===== src/inc/alarm_integrator_pkg.sv =====
package alarm_integrator_pkg;
  // register indices, byte address is four times the index
  localparam logic [7:0] IDX_CONFIG = 8'h2C;
  localparam logic [7:0] IDX_IRQ_EN = 8'h2D;
  localparam logic [7:0] IDX_IRQ_STATUS = 8'h2E;
  localparam logic [7:0] IDX_DETECT = 8'h2F;
  // configuration fields
  localparam int CFG_EXT_SF_BIT = 4;
  localparam int CFG_FMS_HI_BIT = 3;
  localparam int CFG_FMS_LO_BIT = 2;
  // enable register fields
  localparam int EN_FAST_BIT = 4;
  localparam int EN_SPEEDUP_BIT = 3;
  localparam int EN_REMOTE_BIT = 2;
  localparam int EN_FRAME_BIT = 1;
  localparam int EN_ONES_BIT = 0;
  // status register: flags sit three above states
  localparam int ST_FLAG_LSB = 3;
  // alarm vector order: 2 remote, 1 frame loss, 0 all ones
  localparam int AL_REMOTE = 2;
  localparam int AL_FRAME = 1;
  localparam int AL_ONES = 0;
  localparam logic [7:0] RESET_BYTE = 8'h00;
  // format codes
  localparam logic [1:0] FMT_SF = 2'b00;
  localparam logic [1:0] FMT_DM = 2'b01;
  localparam logic [1:0] FMT_SUB = 2'b10;
  localparam logic [1:0] FMT_ALT_DM = 2'b11;
  localparam logic [1:0] FMT_ESF_FULL = 2'b00;
  localparam logic [1:0] FMT_ESF_RSVD = 2'b11;
  // detection thresholds
  localparam int REM_SF_MAX = 16;
  localparam int REM_DM_MAX = 4;
  localparam int REM_CODE_FULL = 8;
  localparam int REM_CODE_HALF = 4;
  localparam int ONES_MAX = 126;
  // timing
  localparam int CLK_KHZ = 50000;
  localparam int T_SHORT_MS = 40;
  localparam int T_LONG_MS = 60;
  localparam int FAST_FRAME_MS = 120;
  localparam int FAST_ONES_MS = 180;
  localparam int CYC_SHORT = T_SHORT_MS * CLK_KHZ;
  localparam int CYC_LONG = T_LONG_MS * CLK_KHZ;
  // clean intervals needed in fast mode; recovery may fall just after a
  // 40 ms boundary, and that partly dirty interval costs one of the three
  localparam int FAST_FRAME_N = FAST_FRAME_MS / T_SHORT_MS - 1;
  // an all-ones interval broken by recovery already counts as clean
  localparam int FAST_ONES_N = FAST_ONES_MS / T_LONG_MS;
  // AXI responses
  localparam logic [1:0] RESP_OKAY = 2'b00;
  localparam logic [1:0] RESP_SLVERR = 2'b10;
endpackage


===== src/rtl/carrier_fail_alarm_integrator.sv =====
// Design decision made here: the AXI4-Lite interface to the registers.
`timescale 1ns/1ns
module carrier_fail_alarm_integrator #(
  parameter int ADDR_W = 12,
  parameter int SHORT_CYCLES = alarm_integrator_pkg::CYC_SHORT,
  parameter int LONG_CYCLES = alarm_integrator_pkg::CYC_LONG,
  parameter int SPEEDUP_DIV = 1000,
  parameter int SET_INTERVALS = 63,
  parameter int FRAME_CLR_INTERVALS = 15,
  parameter int ONES_CLR_INTERVALS = 15
) (
  input wire logic clk,
  input wire logic resetn,
  // AXI4-Lite slave
  input wire logic [ADDR_W-1:0] s_axi_awaddr,
  input wire logic s_axi_awvalid,
  output logic s_axi_awready,
  input wire logic [31:0] s_axi_wdata,
  input wire logic [3:0] s_axi_wstrb,
  input wire logic s_axi_wvalid,
  output logic s_axi_wready,
  output logic [1:0] s_axi_bresp,
  output logic s_axi_bvalid,
  input wire logic s_axi_bready,
  input wire logic [ADDR_W-1:0] s_axi_araddr,
  input wire logic s_axi_arvalid,
  output logic s_axi_arready,
  output logic [31:0] s_axi_rdata,
  output logic [1:0] s_axi_rresp,
  output logic s_axi_rvalid,
  input wire logic s_axi_rready,
  // framer side, same clock
  input wire logic outOfFrame,
  input wire logic pcmValid,
  input wire logic pcmBit,
  input wire logic remoteBitValid,
  input wire logic remoteBit,
  input wire logic remoteCodeOk,
  // interrupt request
  output logic irq
);
  import alarm_integrator_pkg::*;

  if (SHORT_CYCLES < 2 || LONG_CYCLES < 2 || SPEEDUP_DIV < 1) begin : badTiming
    $error("interval lengths too short");
  end
  if (SET_INTERVALS < 1 || SET_INTERVALS > 127) begin : badSet
    $error("set interval count out of range");
  end
  if (FRAME_CLR_INTERVALS < 1 || FRAME_CLR_INTERVALS > 127
      || ONES_CLR_INTERVALS < 1 || ONES_CLR_INTERVALS > 127) begin : badClr
    $error("clear interval count out of range");
  end
  if (ADDR_W < 10) begin : badAddr
    $error("address too narrow for register indices");
  end

  // one integration step: returns {state, consecutive count}
  function automatic logic [7:0] integrate(input logic state,
      input logic [6:0] cnt, input logic seen, input int setN,
      input int clrN);
    logic [6:0] limit;
    limit = state ? 7'(clrN) : 7'(setN);
    integrate = {state, 7'h00};
    if (seen == state) begin
      // condition agrees with state, restart the run
      integrate = {state, 7'h00};
    end else if (cnt + 7'h01 >= limit) begin
      // run long enough, flip the alarm
      integrate = {~state, 7'h00};
    end else begin
      integrate = {state, cnt + 7'h01};
    end
  endfunction

  // saturating increment used by the event counters
  function automatic logic [7:0] satInc(input logic [7:0] v);
    satInc = (v == 8'hFF) ? v : v + 8'h01;
  endfunction

  // software-visible control
  logic extSf; // extended superframe selected
  logic [1:0] formatSelect; // {format_select_hi, format_select_lo}
  logic fastClearSelect; // fast deassertion of frame-loss and all-ones
  logic testSpeedup; // shortens the intervals, test use only
  logic [2:0] irqEn; // remote, frame loss, all ones
  logic [2:0] irqFlag; // latched change flags
  logic [2:0] alarmState; // remote, frame loss, all ones
  logic [2:0] seen; // last-interval detection results

  // bus handshake state
  logic awHeld; // write address captured
  logic wHeld; // write data captured
  logic [7:0] wIdx;
  logic [7:0] wByte;
  logic wByteEn;
  logic doWrite;
  logic rdTake;
  logic [7:0] rIdx;
  logic statusRead;

  // interval timing
  logic [23:0] shortLen;
  logic [23:0] longLen;
  logic [23:0] shortCnt;
  logic [23:0] longCnt;
  logic shortEnd;
  logic longEnd;

  // per-interval accumulators
  logic oofAny; // an out-of-frame seen this short interval
  logic oofAll; // out-of-frame held all of this long interval
  logic [7:0] remOnes; // nonzero remote bits this interval
  logic [7:0] remCodes; // error-free remote codes this interval
  logic [7:0] pcmOnes; // nonzero PCM bits this long interval
  logic remoteNow;
  logic onesNow;

  // integration counters
  logic [6:0] frameRun;
  logic [6:0] onesRun;
  logic [7:0] frameStep;
  logic [7:0] onesStep;
  logic [2:0] nextState;

  // ---------------- bus slave ----------------

  // ready while the slot is empty; stalls until the answer is taken
  assign s_axi_awready = ~awHeld & ~s_axi_bvalid;
  assign s_axi_wready = ~wHeld & ~s_axi_bvalid;
  assign s_axi_arready = ~s_axi_rvalid;
  assign doWrite = awHeld & wHeld & ~s_axi_bvalid;
  assign rdTake = s_axi_arvalid & s_axi_arready;
  assign rIdx = s_axi_araddr[9:2];
  assign statusRead = rdTake && rIdx == IDX_IRQ_STATUS;

  // address and data may arrive in either order
  always_ff @(posedge clk or negedge resetn) begin
    if (!resetn) begin
      awHeld <= 1'b0;
      wHeld <= 1'b0;
      wIdx <= 8'h00;
      wByte <= 8'h00;
      wByteEn <= 1'b0;
    end else begin
      if (s_axi_awvalid && s_axi_awready) begin
        awHeld <= 1'b1;
        wIdx <= s_axi_awaddr[9:2];
      end else if (doWrite) begin
        awHeld <= 1'b0;
      end
      if (s_axi_wvalid && s_axi_wready) begin
        wHeld <= 1'b1;
        wByte <= s_axi_wdata[7:0];
        wByteEn <= s_axi_wstrb[0];
      end else if (doWrite) begin
        wHeld <= 1'b0;
      end
    end
  end

  // write response, error for indices outside the four mapped registers; status and detection writes get OKAY
  always_ff @(posedge clk or negedge resetn) begin
    if (!resetn) begin
      s_axi_bvalid <= 1'b0;
      s_axi_bresp <= RESP_OKAY;
    end else if (doWrite) begin
      s_axi_bvalid <= 1'b1;
      s_axi_bresp <= (wIdx == IDX_CONFIG || wIdx == IDX_IRQ_EN
          || wIdx == IDX_IRQ_STATUS || wIdx == IDX_DETECT)
          ? RESP_OKAY : RESP_SLVERR;
    end else if (s_axi_bready) begin
      s_axi_bvalid <= 1'b0;
    end
  end

  // writable control bits; only byte lane 0 carries data
  always_ff @(posedge clk or negedge resetn) begin
    if (!resetn) begin
      extSf <= 1'b0;
      formatSelect <= FMT_SF;
      fastClearSelect <= 1'b0;
      testSpeedup <= 1'b0;
      irqEn <= 3'b000;
    end else if (doWrite && wByteEn) begin
      if (wIdx == IDX_CONFIG) begin
        extSf <= wByte[CFG_EXT_SF_BIT];
        formatSelect <= {wByte[CFG_FMS_HI_BIT], wByte[CFG_FMS_LO_BIT]};
      end
      if (wIdx == IDX_IRQ_EN) begin
        fastClearSelect <= wByte[EN_FAST_BIT];
        // software is expected to leave this at zero
        testSpeedup <= wByte[EN_SPEEDUP_BIT];
        irqEn <= {wByte[EN_REMOTE_BIT], wByte[EN_FRAME_BIT],
            wByte[EN_ONES_BIT]};
      end
    end
  end

  // read data captured at the address handshake
  always_ff @(posedge clk or negedge resetn) begin
    if (!resetn) begin
      s_axi_rvalid <= 1'b0;
      s_axi_rdata <= 32'h0000_0000;
      s_axi_rresp <= RESP_OKAY;
    end else if (rdTake) begin
      s_axi_rvalid <= 1'b1;
      s_axi_rresp <= RESP_OKAY;
      case (rIdx)
        IDX_CONFIG: begin
          s_axi_rdata <= {27'h0, extSf, formatSelect, 2'b00};
        end
        IDX_IRQ_EN: begin
          s_axi_rdata <= {27'h0, fastClearSelect, testSpeedup, irqEn};
        end
        IDX_IRQ_STATUS: begin
          s_axi_rdata <= {26'h0, irqFlag, alarmState};
        end
        IDX_DETECT: begin
          // frame loss bit 2, remote bit 1, all ones bit 0
          s_axi_rdata <= {29'h0, seen[AL_FRAME], seen[AL_REMOTE],
              seen[AL_ONES]};
        end
        default: begin
          s_axi_rdata <= 32'h0000_0000;
          s_axi_rresp <= RESP_SLVERR;
        end
      endcase
    end else if (s_axi_rready) begin
      s_axi_rvalid <= 1'b0;
    end
  end

  // ---------------- interval timers ----------------

  // test speedup divides both intervals so a bench can reach decisions
  assign shortLen = testSpeedup ? 24'(SHORT_CYCLES / SPEEDUP_DIV + 1)
      : 24'(SHORT_CYCLES);
  assign longLen = testSpeedup ? 24'(LONG_CYCLES / SPEEDUP_DIV + 1)
      : 24'(LONG_CYCLES);
  assign shortEnd = shortCnt >= shortLen - 24'h1;
  assign longEnd = longCnt >= longLen - 24'h1;

  // free-running 40 ms and 60 ms interval counters
  always_ff @(posedge clk or negedge resetn) begin
    if (!resetn) begin
      shortCnt <= 24'h0;
      longCnt <= 24'h0;
    end else begin
      shortCnt <= shortEnd ? 24'h0 : shortCnt + 24'h1;
      longCnt <= longEnd ? 24'h0 : longCnt + 24'h1;
    end
  end

  // ---------------- accumulation ----------------

  // short-interval events: out-of-frame and remote signalling
  always_ff @(posedge clk or negedge resetn) begin
    if (!resetn) begin
      oofAny <= 1'b0;
      remOnes <= 8'h00;
      remCodes <= 8'h00;
    end else if (shortEnd) begin
      // the last cycle's out-of-frame still counts toward the closing interval, its remote strobes do not
      oofAny <= 1'b0;
      remOnes <= 8'h00;
      remCodes <= 8'h00;
    end else begin
      if (outOfFrame) begin
        oofAny <= 1'b1;
      end
      if (remoteBitValid && remoteBit) begin
        remOnes <= satInc(remOnes);
      end
      if (remoteCodeOk) begin
        remCodes <= satInc(remCodes);
      end
    end
  end

  // long-interval events: persistence of out-of-frame, PCM ones
  always_ff @(posedge clk or negedge resetn) begin
    if (!resetn) begin
      oofAll <= 1'b1;
      pcmOnes <= 8'h00;
    end else if (longEnd) begin
      oofAll <= 1'b1;
      pcmOnes <= 8'h00;
    end else begin
      if (!outOfFrame) begin
        oofAll <= 1'b0;
      end
      if (pcmValid && pcmBit) begin
        pcmOnes <= satInc(pcmOnes);
      end
    end
  end

  // remote verdict per framing; the reserved extended code never sees it
  always_comb begin
    remoteNow = 1'b0;
    if (extSf) begin
      if (formatSelect == FMT_ESF_FULL) begin
        remoteNow = remCodes >= 8'(REM_CODE_FULL);
      end else if (formatSelect != FMT_ESF_RSVD) begin
        remoteNow = remCodes >= 8'(REM_CODE_HALF);
      end
    end else begin
      case (formatSelect)
        FMT_SF, FMT_SUB: begin
          remoteNow = remOnes <= 8'(REM_SF_MAX);
        end
        FMT_DM, FMT_ALT_DM: begin
          // alternate mode keeps the data-multiplexed remote test
          remoteNow = remOnes <= 8'(REM_DM_MAX);
        end
        default: begin
          remoteNow = 1'b0;
        end
      endcase
    end
  end

  // all ones: whole-interval out-of-frame and few nonzero bits
  assign onesNow = oofAll && outOfFrame && pcmOnes <= 8'(ONES_MAX);

  // detection register, loaded at each interval boundary
  always_ff @(posedge clk or negedge resetn) begin
    if (!resetn) begin
      seen <= 3'b000;
    end else begin
      if (shortEnd) begin
        // frame loss is the same in every framing, alternate included
        seen[AL_FRAME] <= oofAny | outOfFrame;
        seen[AL_REMOTE] <= remoteNow;
      end
      if (longEnd) begin
        seen[AL_ONES] <= onesNow;
      end
    end
  end

  // ---------------- alarm integration ----------------

  // fast mode shortens only the clearing runs
  assign frameStep = integrate(alarmState[AL_FRAME], frameRun,
      oofAny | outOfFrame, SET_INTERVALS,
      fastClearSelect ? FAST_FRAME_N : FRAME_CLR_INTERVALS);
  // a long interval without all-ones, from zeros or framing, counts
  assign onesStep = integrate(alarmState[AL_ONES], onesRun,
      onesNow, SET_INTERVALS,
      fastClearSelect ? FAST_ONES_N : ONES_CLR_INTERVALS);

  // next alarm states; remote follows its last-interval verdict
  always_comb begin
    nextState = alarmState;
    if (shortEnd) begin
      nextState[AL_REMOTE] = remoteNow;
    end
    if (shortEnd) begin
      nextState[AL_FRAME] = frameStep[7];
    end
    if (longEnd) begin
      nextState[AL_ONES] = onesStep[7];
    end
  end

  // alarm state and run counters, stepped once per interval
  always_ff @(posedge clk or negedge resetn) begin
    if (!resetn) begin
      alarmState <= 3'b000;
      frameRun <= 7'h00;
      onesRun <= 7'h00;
    end else begin
      alarmState <= nextState;
      // the step takes the verdict closing now; a lag would break fast limits
      if (shortEnd) begin
        frameRun <= frameStep[6:0];
      end
      if (longEnd) begin
        onesRun <= onesStep[6:0];
      end
    end
  end

  // ---------------- interrupts ----------------

  // change flags: a change in the read cycle survives the clear
  always_ff @(posedge clk or negedge resetn) begin
    if (!resetn) begin
      irqFlag <= 3'b000;
    end else begin
      irqFlag <= (statusRead ? 3'b000 : irqFlag)
          | (irqEn & (nextState ^ alarmState));
    end
  end

  // level request while any latched change flag stands
  assign irq = |irqFlag;

endmodule // carrier_fail_alarm_integrator


===== config.mk =====
export PLATFORM = sky130hd
export DESIGN_NAME = carrier_fail_alarm_integrator
export DESIGN_NICKNAME = d
export VERILOG_FILES = /design/src/inc/alarm_integrator_pkg.sv /design/src/rtl/carrier_fail_alarm_integrator.sv
export SDC_FILE = /design/constraint.sdc
export NUM_CORES = 1
export LEC_CHECK = 0
export ABC_AREA = 1
export ABC_CLOCK_PERIOD_IN_PS = 2100
export BUFFER_PORTS_ARGS = -buffer_cell sky130_fd_sc_hd__buf_4
export CAP_MARGIN = 20
export CORE_UTILIZATION = 50
export CTS_CLUSTER_SIZE = 24
export DETAILED_ROUTE_END_ITERATION = 10
export PLACE_DENSITY = 0.74
export SYNTH_ARGS = -nofsm -noshare
export SYNTH_HDL_FRONTEND = slang
export SYNTH_SLANG_ARGS = --single-unit

===== constraint.sdc =====
create_clock -name clk -period 2.1 [get_ports clk]
set_input_delay 0 -clock clk [delete_from_list [all_inputs] [get_ports clk]]
set_output_delay 0 -clock clk [all_outputs]
set_load 0.1 [all_outputs]

## Word level (Yosys, flattened, before mapping)

Cells that the tools add are included.

| storage, ports and cells | value |
|---|---|
| latch bits | 0 |
| bits of input ports | 73 |
| register bits after elaboration | 159 |
| output and inout bits | 42 |
| memory bits (writable) | 0 |
| memories kept | 0 |
| bits in read-only memories | 0 |

| operators by class | value |
|---|---|
| muxes and demuxes | 43 |
| add/subtract/negate cells | 9 |
| eq/ne operators | 21 |
| $lt $le $gt $ge | 9 |
| multiply operators | 0 |
| div/mod/pow operators | 0 |
| shifts and indexed selects | 0 |
| reductions and logical operators | 29 |
| bitwise gates (word level) | 15 |

Operators with widths:

| kind | count |
|---|---|
| 2-to-1 mux 8 bit | 13 |
| equality test 8 x 6 -> 1 bit (second input constant) | 8 |
| adder 24 x 1 -> 24 bit (second input constant) | 2 |
| greater-or-equal comparator 24 bit | 2 |
| 2-to-1 mux 24 bit | 2 |
| adder 8 x 1 -> 8 bit (second input constant) | 3 |
| equality test 8 bit (second input constant) | 3 |
| one-hot mux 6 bit (4 select lines) | 1 |
| subtractor 22 x 1 -> 23 bit (second input constant) | 1 |
| 2-to-1 mux 22 bit | 1 |
| subtractor 21 x 1 -> 22 bit (second input constant) | 1 |
| 2-to-1 mux 21 bit | 1 |
| 2-to-1 mux 1 bit | 17 |
| nonzero test 2 bit | 8 |
| adder 7 x 1 -> 7 bit (second input constant) | 2 |
| greater-or-equal comparator 7 x 6 -> 1 bit | 2 |
| 2-to-1 mux 6 bit | 2 |
| AND reduction 2 bit | 5 |
| greater-or-equal comparator 8 x 3 -> 1 bit (second input constant) | 1 |
| greater-or-equal comparator 8 x 4 -> 1 bit (second input constant) | 1 |
| <= comparator 8 x 3 -> 1 bit (second input constant) | 1 |
| <= comparator 8 x 5 -> 1 bit (second input constant) | 1 |
| <= comparator 8 x 7 -> 1 bit (second input constant) | 1 |
| logical AND 1 bit | 8 |
| other kinds (20) | 39 |

## Depth between registers and ports, before layout

| logic depth | value |
|---|---|
| depth after elaboration | 9 |
| gate-level depth with buffers | 16 |

## Worst setup path after synthesis

OpenSTA, ideal clock, no wires.

| timing path | value |
|---|---|
| path kind | flip-flop to flip-flop |
| start point | register s_axi_bvalid |
| end point | register wIdx[0] |
| arrival | 2.946 ns |
| cell stages (with the launch flop) | 5 |
| required time | 1.975 ns |
| path slack | -0.971 ns |
| library setup time | 0.125 ns |
| buffers on the path | 1 |
| path through | dfrtp_1 > nor2_1 > nand2_1 > clkbuf_1 > mux2_2 |

| between the ends | value |
|---|---|
| cells in the longest elaborated chain, start to end | 3 |

Ends and longest elaborated chain:

| what | line | RTL |
|---|---|---|
| start, declared | carrier_fail_alarm_integrator.sv:23 | `output logic s_axi_bvalid,` |
| start signal, assigned | carrier_fail_alarm_integrator.sv:165 | `s_axi_bvalid <= 1'b0;` |
| start signal, assigned | carrier_fail_alarm_integrator.sv:168 | `s_axi_bvalid <= 1'b1;` |
| start signal, assigned | carrier_fail_alarm_integrator.sv:173 | `s_axi_bvalid <= 1'b0;` |
| inverter 1 bit | carrier_fail_alarm_integrator.sv:129 | `assign s_axi_awready = ~awHeld & ~s_axi_bvalid;` |
| AND 1 bit | carrier_fail_alarm_integrator.sv:129 |  |
| via s_axi_awready | carrier_fail_alarm_integrator.sv:17 | `output logic s_axi_awready,` |
| logical AND 1 bit | carrier_fail_alarm_integrator.sv:146 | `if (s_axi_awvalid && s_axi_awready) begin` |
| end signal, assigned | carrier_fail_alarm_integrator.sv:148 | `wIdx <= s_axi_awaddr[9:2];` |
| end, declared | carrier_fail_alarm_integrator.sv:94 | `logic [7:0] wIdx;` |

The timed path passes the listed nets, and every way through them passes these cells.
A chain may end at the register's enable or synchronous reset.

## Final worst setup path

| timing path | value |
|---|---|
| start point | register testSpeedup |
| end point | register frameRun[4] |

| between the ends | value |
|---|---|
| cells in the longest elaborated chain, start to end | 3 |

Ends and longest elaborated chain:

| what | line | RTL |
|---|---|---|
| start, declared | carrier_fail_alarm_integrator.sv:85 | `logic testSpeedup;` |
| start signal, assigned | carrier_fail_alarm_integrator.sv:193 | `testSpeedup <= wByte[EN_SPEEDUP_BIT];` |
| 2-to-1 mux 21 bit | carrier_fail_alarm_integrator.sv:237 | `assign shortLen = testSpeedup ? 24'(SHORT_CYCLES / SPEEDUP_DIV + 1)` |
| subtractor 21 x 1 -> 22 bit | carrier_fail_alarm_integrator.sv:241 | `assign shortEnd = shortCnt >= shortLen - 24'h1;` |
| greater-or-equal comparator 24 bit | carrier_fail_alarm_integrator.sv:241 |  |
| end signal, assigned | carrier_fail_alarm_integrator.sv:378 | `frameRun <= frameStep[6:0];` |
| end, declared | carrier_fail_alarm_integrator.sv:120 | `logic [6:0] frameRun;` |

No other way between the ends.

==> impl_metrics.sql <==
INSERT INTO impl_metrics (metric_group, metric, value, unit) VALUES
('logic_synthesis', 'post-synth-top-count-cell', 'nand2_1', ''),
('drt', 'detailroute.via_count', '6457', ''),
('logic_synthesis', 'ys_top_cells_by_area', 'dfrtp_1, nand2_1, ha_1', ''),
('logic_synthesis', 'synth_sequential_area_ratio', '43.2', '%'),
('logic_synthesis', 'synth_commonest_cells', 'nand2_1, dfrtp_1, inv_1', ''),
('flow_run', 'cap_violations', '0', ''),
('pwr', 'power.static_leakage', '0.00468', 'uW'),
('worst_setup_path', 'timing.reg2reg.setup_slack', '0.04', 'ns'),
('drt', 'wl_met3', '671', 'um'),
('finish', 'layoutNonFillerInstCount', '1263', ''),
('worst_setup_path', 'critPathMostFrequentCell', 'nand2_1', ''),
('sta', 'postLayoutSetupSlackWorst', '0.0415', 'ns'),
('worst_setup_path', 'cpLargestDelayFamily', 'simple AND/OR/NAND/NOR gates', ''),
('floorplan', 'core-area', '14600', 'um2'),
('pwr', 'report.power.total', '7820', 'uW'),
('sta', 'slew_violations', '0', ''),
('status', 'violations', 'design-rule violations', ''),
('cts', 'cts_buffers', '17', ''),
('grt', 'grt_start_max_net_pins', '58', ''),
('logic_synthesis', 'synth_top_area_cell', 'dfrtp_1', ''),
('worst_setup_path', 'nature_of_the_critical_path_endpoint', 'register', ''),
('grt', 'first_global_vias', '6217', ''),
('worst_setup_path', 'setup.worst_path.start_class', 'register', ''),
('sta', 'final_report_setup_violation_count', '0', ''),
('finish', 'nFillCells', '1181', ''),
('status', 'outcome', 'finished with violations', ''),
('grt', 'antenna_found_initial', '0', ''),
('pwr', 'power_report.internal_total', '5130', 'uW'),
('drt', 'drc', '10', ''),
('finish', 'final_core_utilization', '64.8', '%'),
('logic_synthesis', 'synth.lib_cells_used.distinct', '42', ''),
('drt', 'drtIter0Drc', '385', ''),
('hold_path', 'hp-class', 'in -> reg', ''),
('drt', 'route.layer.met1.wl', '7.96', 'mm'),
('finish', 'antennaDiodeCount', '0', ''),
('pwr', 'worst_ir_drop_vdd', '1330', 'uV'),
('cts', 'max-clock-path-buffers', '2', ''),
('sta', 'layout_min_cycle_time', '2.06', 'ns'),
('floorplan', 'number_of_rows_created_at_floorplan', '44', ''),
('pwr', 'p_clk_share', '36.8', '%'),
('worst_setup_path', 'setup.worst_path.class', 'reg -> reg', ''),
('cts', 'cts_tree', 'done', ''),
('place', 'detailedPlacementHpwl', '11.8', 'mm'),
('hold_path', 'hold-path-endpoint', 's_axi_rvalid', ''),
('worst_setup_path', 'reg2reg_depth', '15', ''),
('logic_synthesis', 'post_synth_instance_area', '7590', 'um2'),
('grt', 'wire_length_of_the_first_global_routing_pass', '28.1', 'mm'),
('worst_setup_path', 'required', '2.44', 'ns'),
('logic_synthesis', 'syn_avg_cell_area', '7.99', 'um2'),
('hold_path', 'hold_path_startpoint', 's_axi_arvalid', ''),
('finish', 'area_growth', '25.1', '%'),
('hold_path', 'worst_hold_path.num_cells', '4', ''),
('sta', 'fin_crit_sh', '98.0', '%'),
('pwr', 'seq_power_share', '38.7', '%'),
('floorplan', 'initial_core_util', '51.8', '%'),
('worst_setup_path', 'critPathMaxFanout', '9', ''),
('worst_setup_path', 'cp.arrival', '2.40', 'ns'),
('cts', 'cts_root_buf', 'clkbuf_16', ''),
('grt', 'gr-usage-all-layers', '22.3', '%'),
('sta', 'final_hold_vios', '0', ''),
('sta', 'relSlewSlack', '59.2', '%'),
('pwr', 'share_comb_of_total_power', '24.4', '%'),
('sta', 'timing.clock.skew', '0.0162', 'ns'),
('logic_synthesis', 'post-synth-top-area-fraction', '42.9', '%'),
('floorplan', 'die_y', '125', 'um'),
('drt', 'drt-total-wl', '16.9', 'mm'),
('floorplan', 'die_w', '125', 'um'),
('place', 'dpl_worst_slack', '-0.0133', 'ns'),
('worst_setup_path', 'cp_num_buf_inv', '5', ''),
('sta', 'rsz_0062_raised_after_global_routing', 'yes', ''),
('worst_setup_path', 'rr_endpoint', 'frameRun[4]', '');
-- kinds of logic after synthesis --
kind of cell | Yosys count | share of synthesized area [%]
AOI/OAI and AO/OA | 121 | 8.43
buffers and inverters | 171 | 10.3
DFF | 131 | 43.2
adders and majority gates | 45 | 7.42
xor gates and xnor gates | 29 | 3.35
muxes | 6 | 0.891
and+or+nand+nor | 446 | 26.4
other | 1 | 0.0494
-- flip-flops by register name, summed over array words and instances (netlist names), 2 cells and up --
register      count
alarmState        3
formatSelect      2
frameRun          7
irqEn             3
irqFlag           3
longCnt          24
onesRun           7
pcmOnes           8
remCodes          8
remOnes           8
s_axi_rdata       6
seen              3
shortCnt         24
wByte             5
wIdx              8
-- through the flow --
stage | hold WS, ns | instance area, um2
global placement | -0.00203 | 8350
detailed placement | 0.000834 | 8350
global route | 0.0557 | 9490
finish | 0.0329 | 9490
CTS | 0.0170 | 9180
floorplan | -0.296 | 7720
-- worst max path at each step --
| stage | start | endpoint | depth (start not counted) |
|---|---|---|---|
| 4_1_cts | testSpeedup | shortCnt[19] | 14 |
| 5_1_grt | testSpeedup | frameRun[4] | 17 |
| 3_5_place_dp | frameRun[0] | irqFlag[1] | 12 |
| 3_3_place_gp | testSpeedup | frameRun[1] | 11 |
| 6_report | testSpeedup | frameRun[4] | 15 |
| 2_1_floorplan | onesRun[0] | onesRun[0] | 11 |
-- worst register-to-register path: stages (launching register included) --
cell and delay, ns:
dfrtp_2 0.44, buf_6 0.16, ha_1 0.30, nand2_1 0.11, inv_1 0.05, nand2_1 0.06, nand2_1 0.06, nand2_1 0.06
nand2_1 0.04, nor2_1 0.11, nand2_2 0.12, inv_2 0.11, buf_12 0.13, buf_12 0.12, nand2_2 0.04, o21ai_1 0.08
-- cell usage in the layout, fill, tap and decap left out, types with 6 or more instances in the layout --
master         netlist  routed
a21oi_2              0       7
nand2_1            194     182
inv_2                5       6
dlygate4sd3_1        0      24
nand3_1             37      34
mux2_2               6       6
nor2_2               8      15
o21ai_2              0       8
nor2_1             121     111
xor2_1              23      23
ha_1                45      38
buf_4               31      66
xnor2_1              6       6
nor3_1              27      22
nor4_1               9       9
o21ai_1              4       6
buf_6                2      11
conb_1               1      31
a21oi_1             51      44
dfrtp_1            130     127
nand3_2              4       6
o21ai_0             48      38
nand2_2              6      16
nor3_2               3       7
nand4_1             22      22
inv_1              126     123
clkbuf_16            0      17
-- repair_timing --
action / 4_1_cts / 5_1_grt
pin swaps: 0 / 14
endpoints found under the setup margin: 8 / 85
hold buffers: 24 / 0
endpoints found under the hold margin: 119 / 0
gates resized for setup: 5 / 80
buffers inserted: 0 / 1
-- cell type report --
| class | count | area (um2) | share of cell area [%] |
|---|---|---|---|
| Inverter | 131 | 498 | 5.25 |
| Sequential cell | 131 | 3280 | 34.6 |
| Timing Repair Buffer | 107 | 975 | 10.3 |
| Clock inverter | 13 | 126 | 1.33 |
| Clock buffer | 19 | 453 | 4.77 |
| Tap cell | 184 | 230 | 2.43 |
| Multi-Input combinational cell | 678 | 3930 | 41.4 |
-- per-layer routing --
layer	track usage [%]	vias to the layer above
met5	0	-
met4	6.96	0
met3	5.22	21
met2	36.5	151
met1	29.4	3037
li1	-	3248
-- power by group through the flow --
| stage | clock [uW] | sequential (uW) | combinational, uW |
|---|---|---|---|
| floorplan | 0 | 3200 | 1170 |
| global placement | 0 | 3050 | 1750 |
| detailed placement | 0 | 3060 | 1800 |
| CTS | 2920 | 3020 | 1840 |
| global route | 3040 | 3070 | 2080 |
| finish | 2880 | 3030 | 1910 |
(Power assumes the default switching activity.)
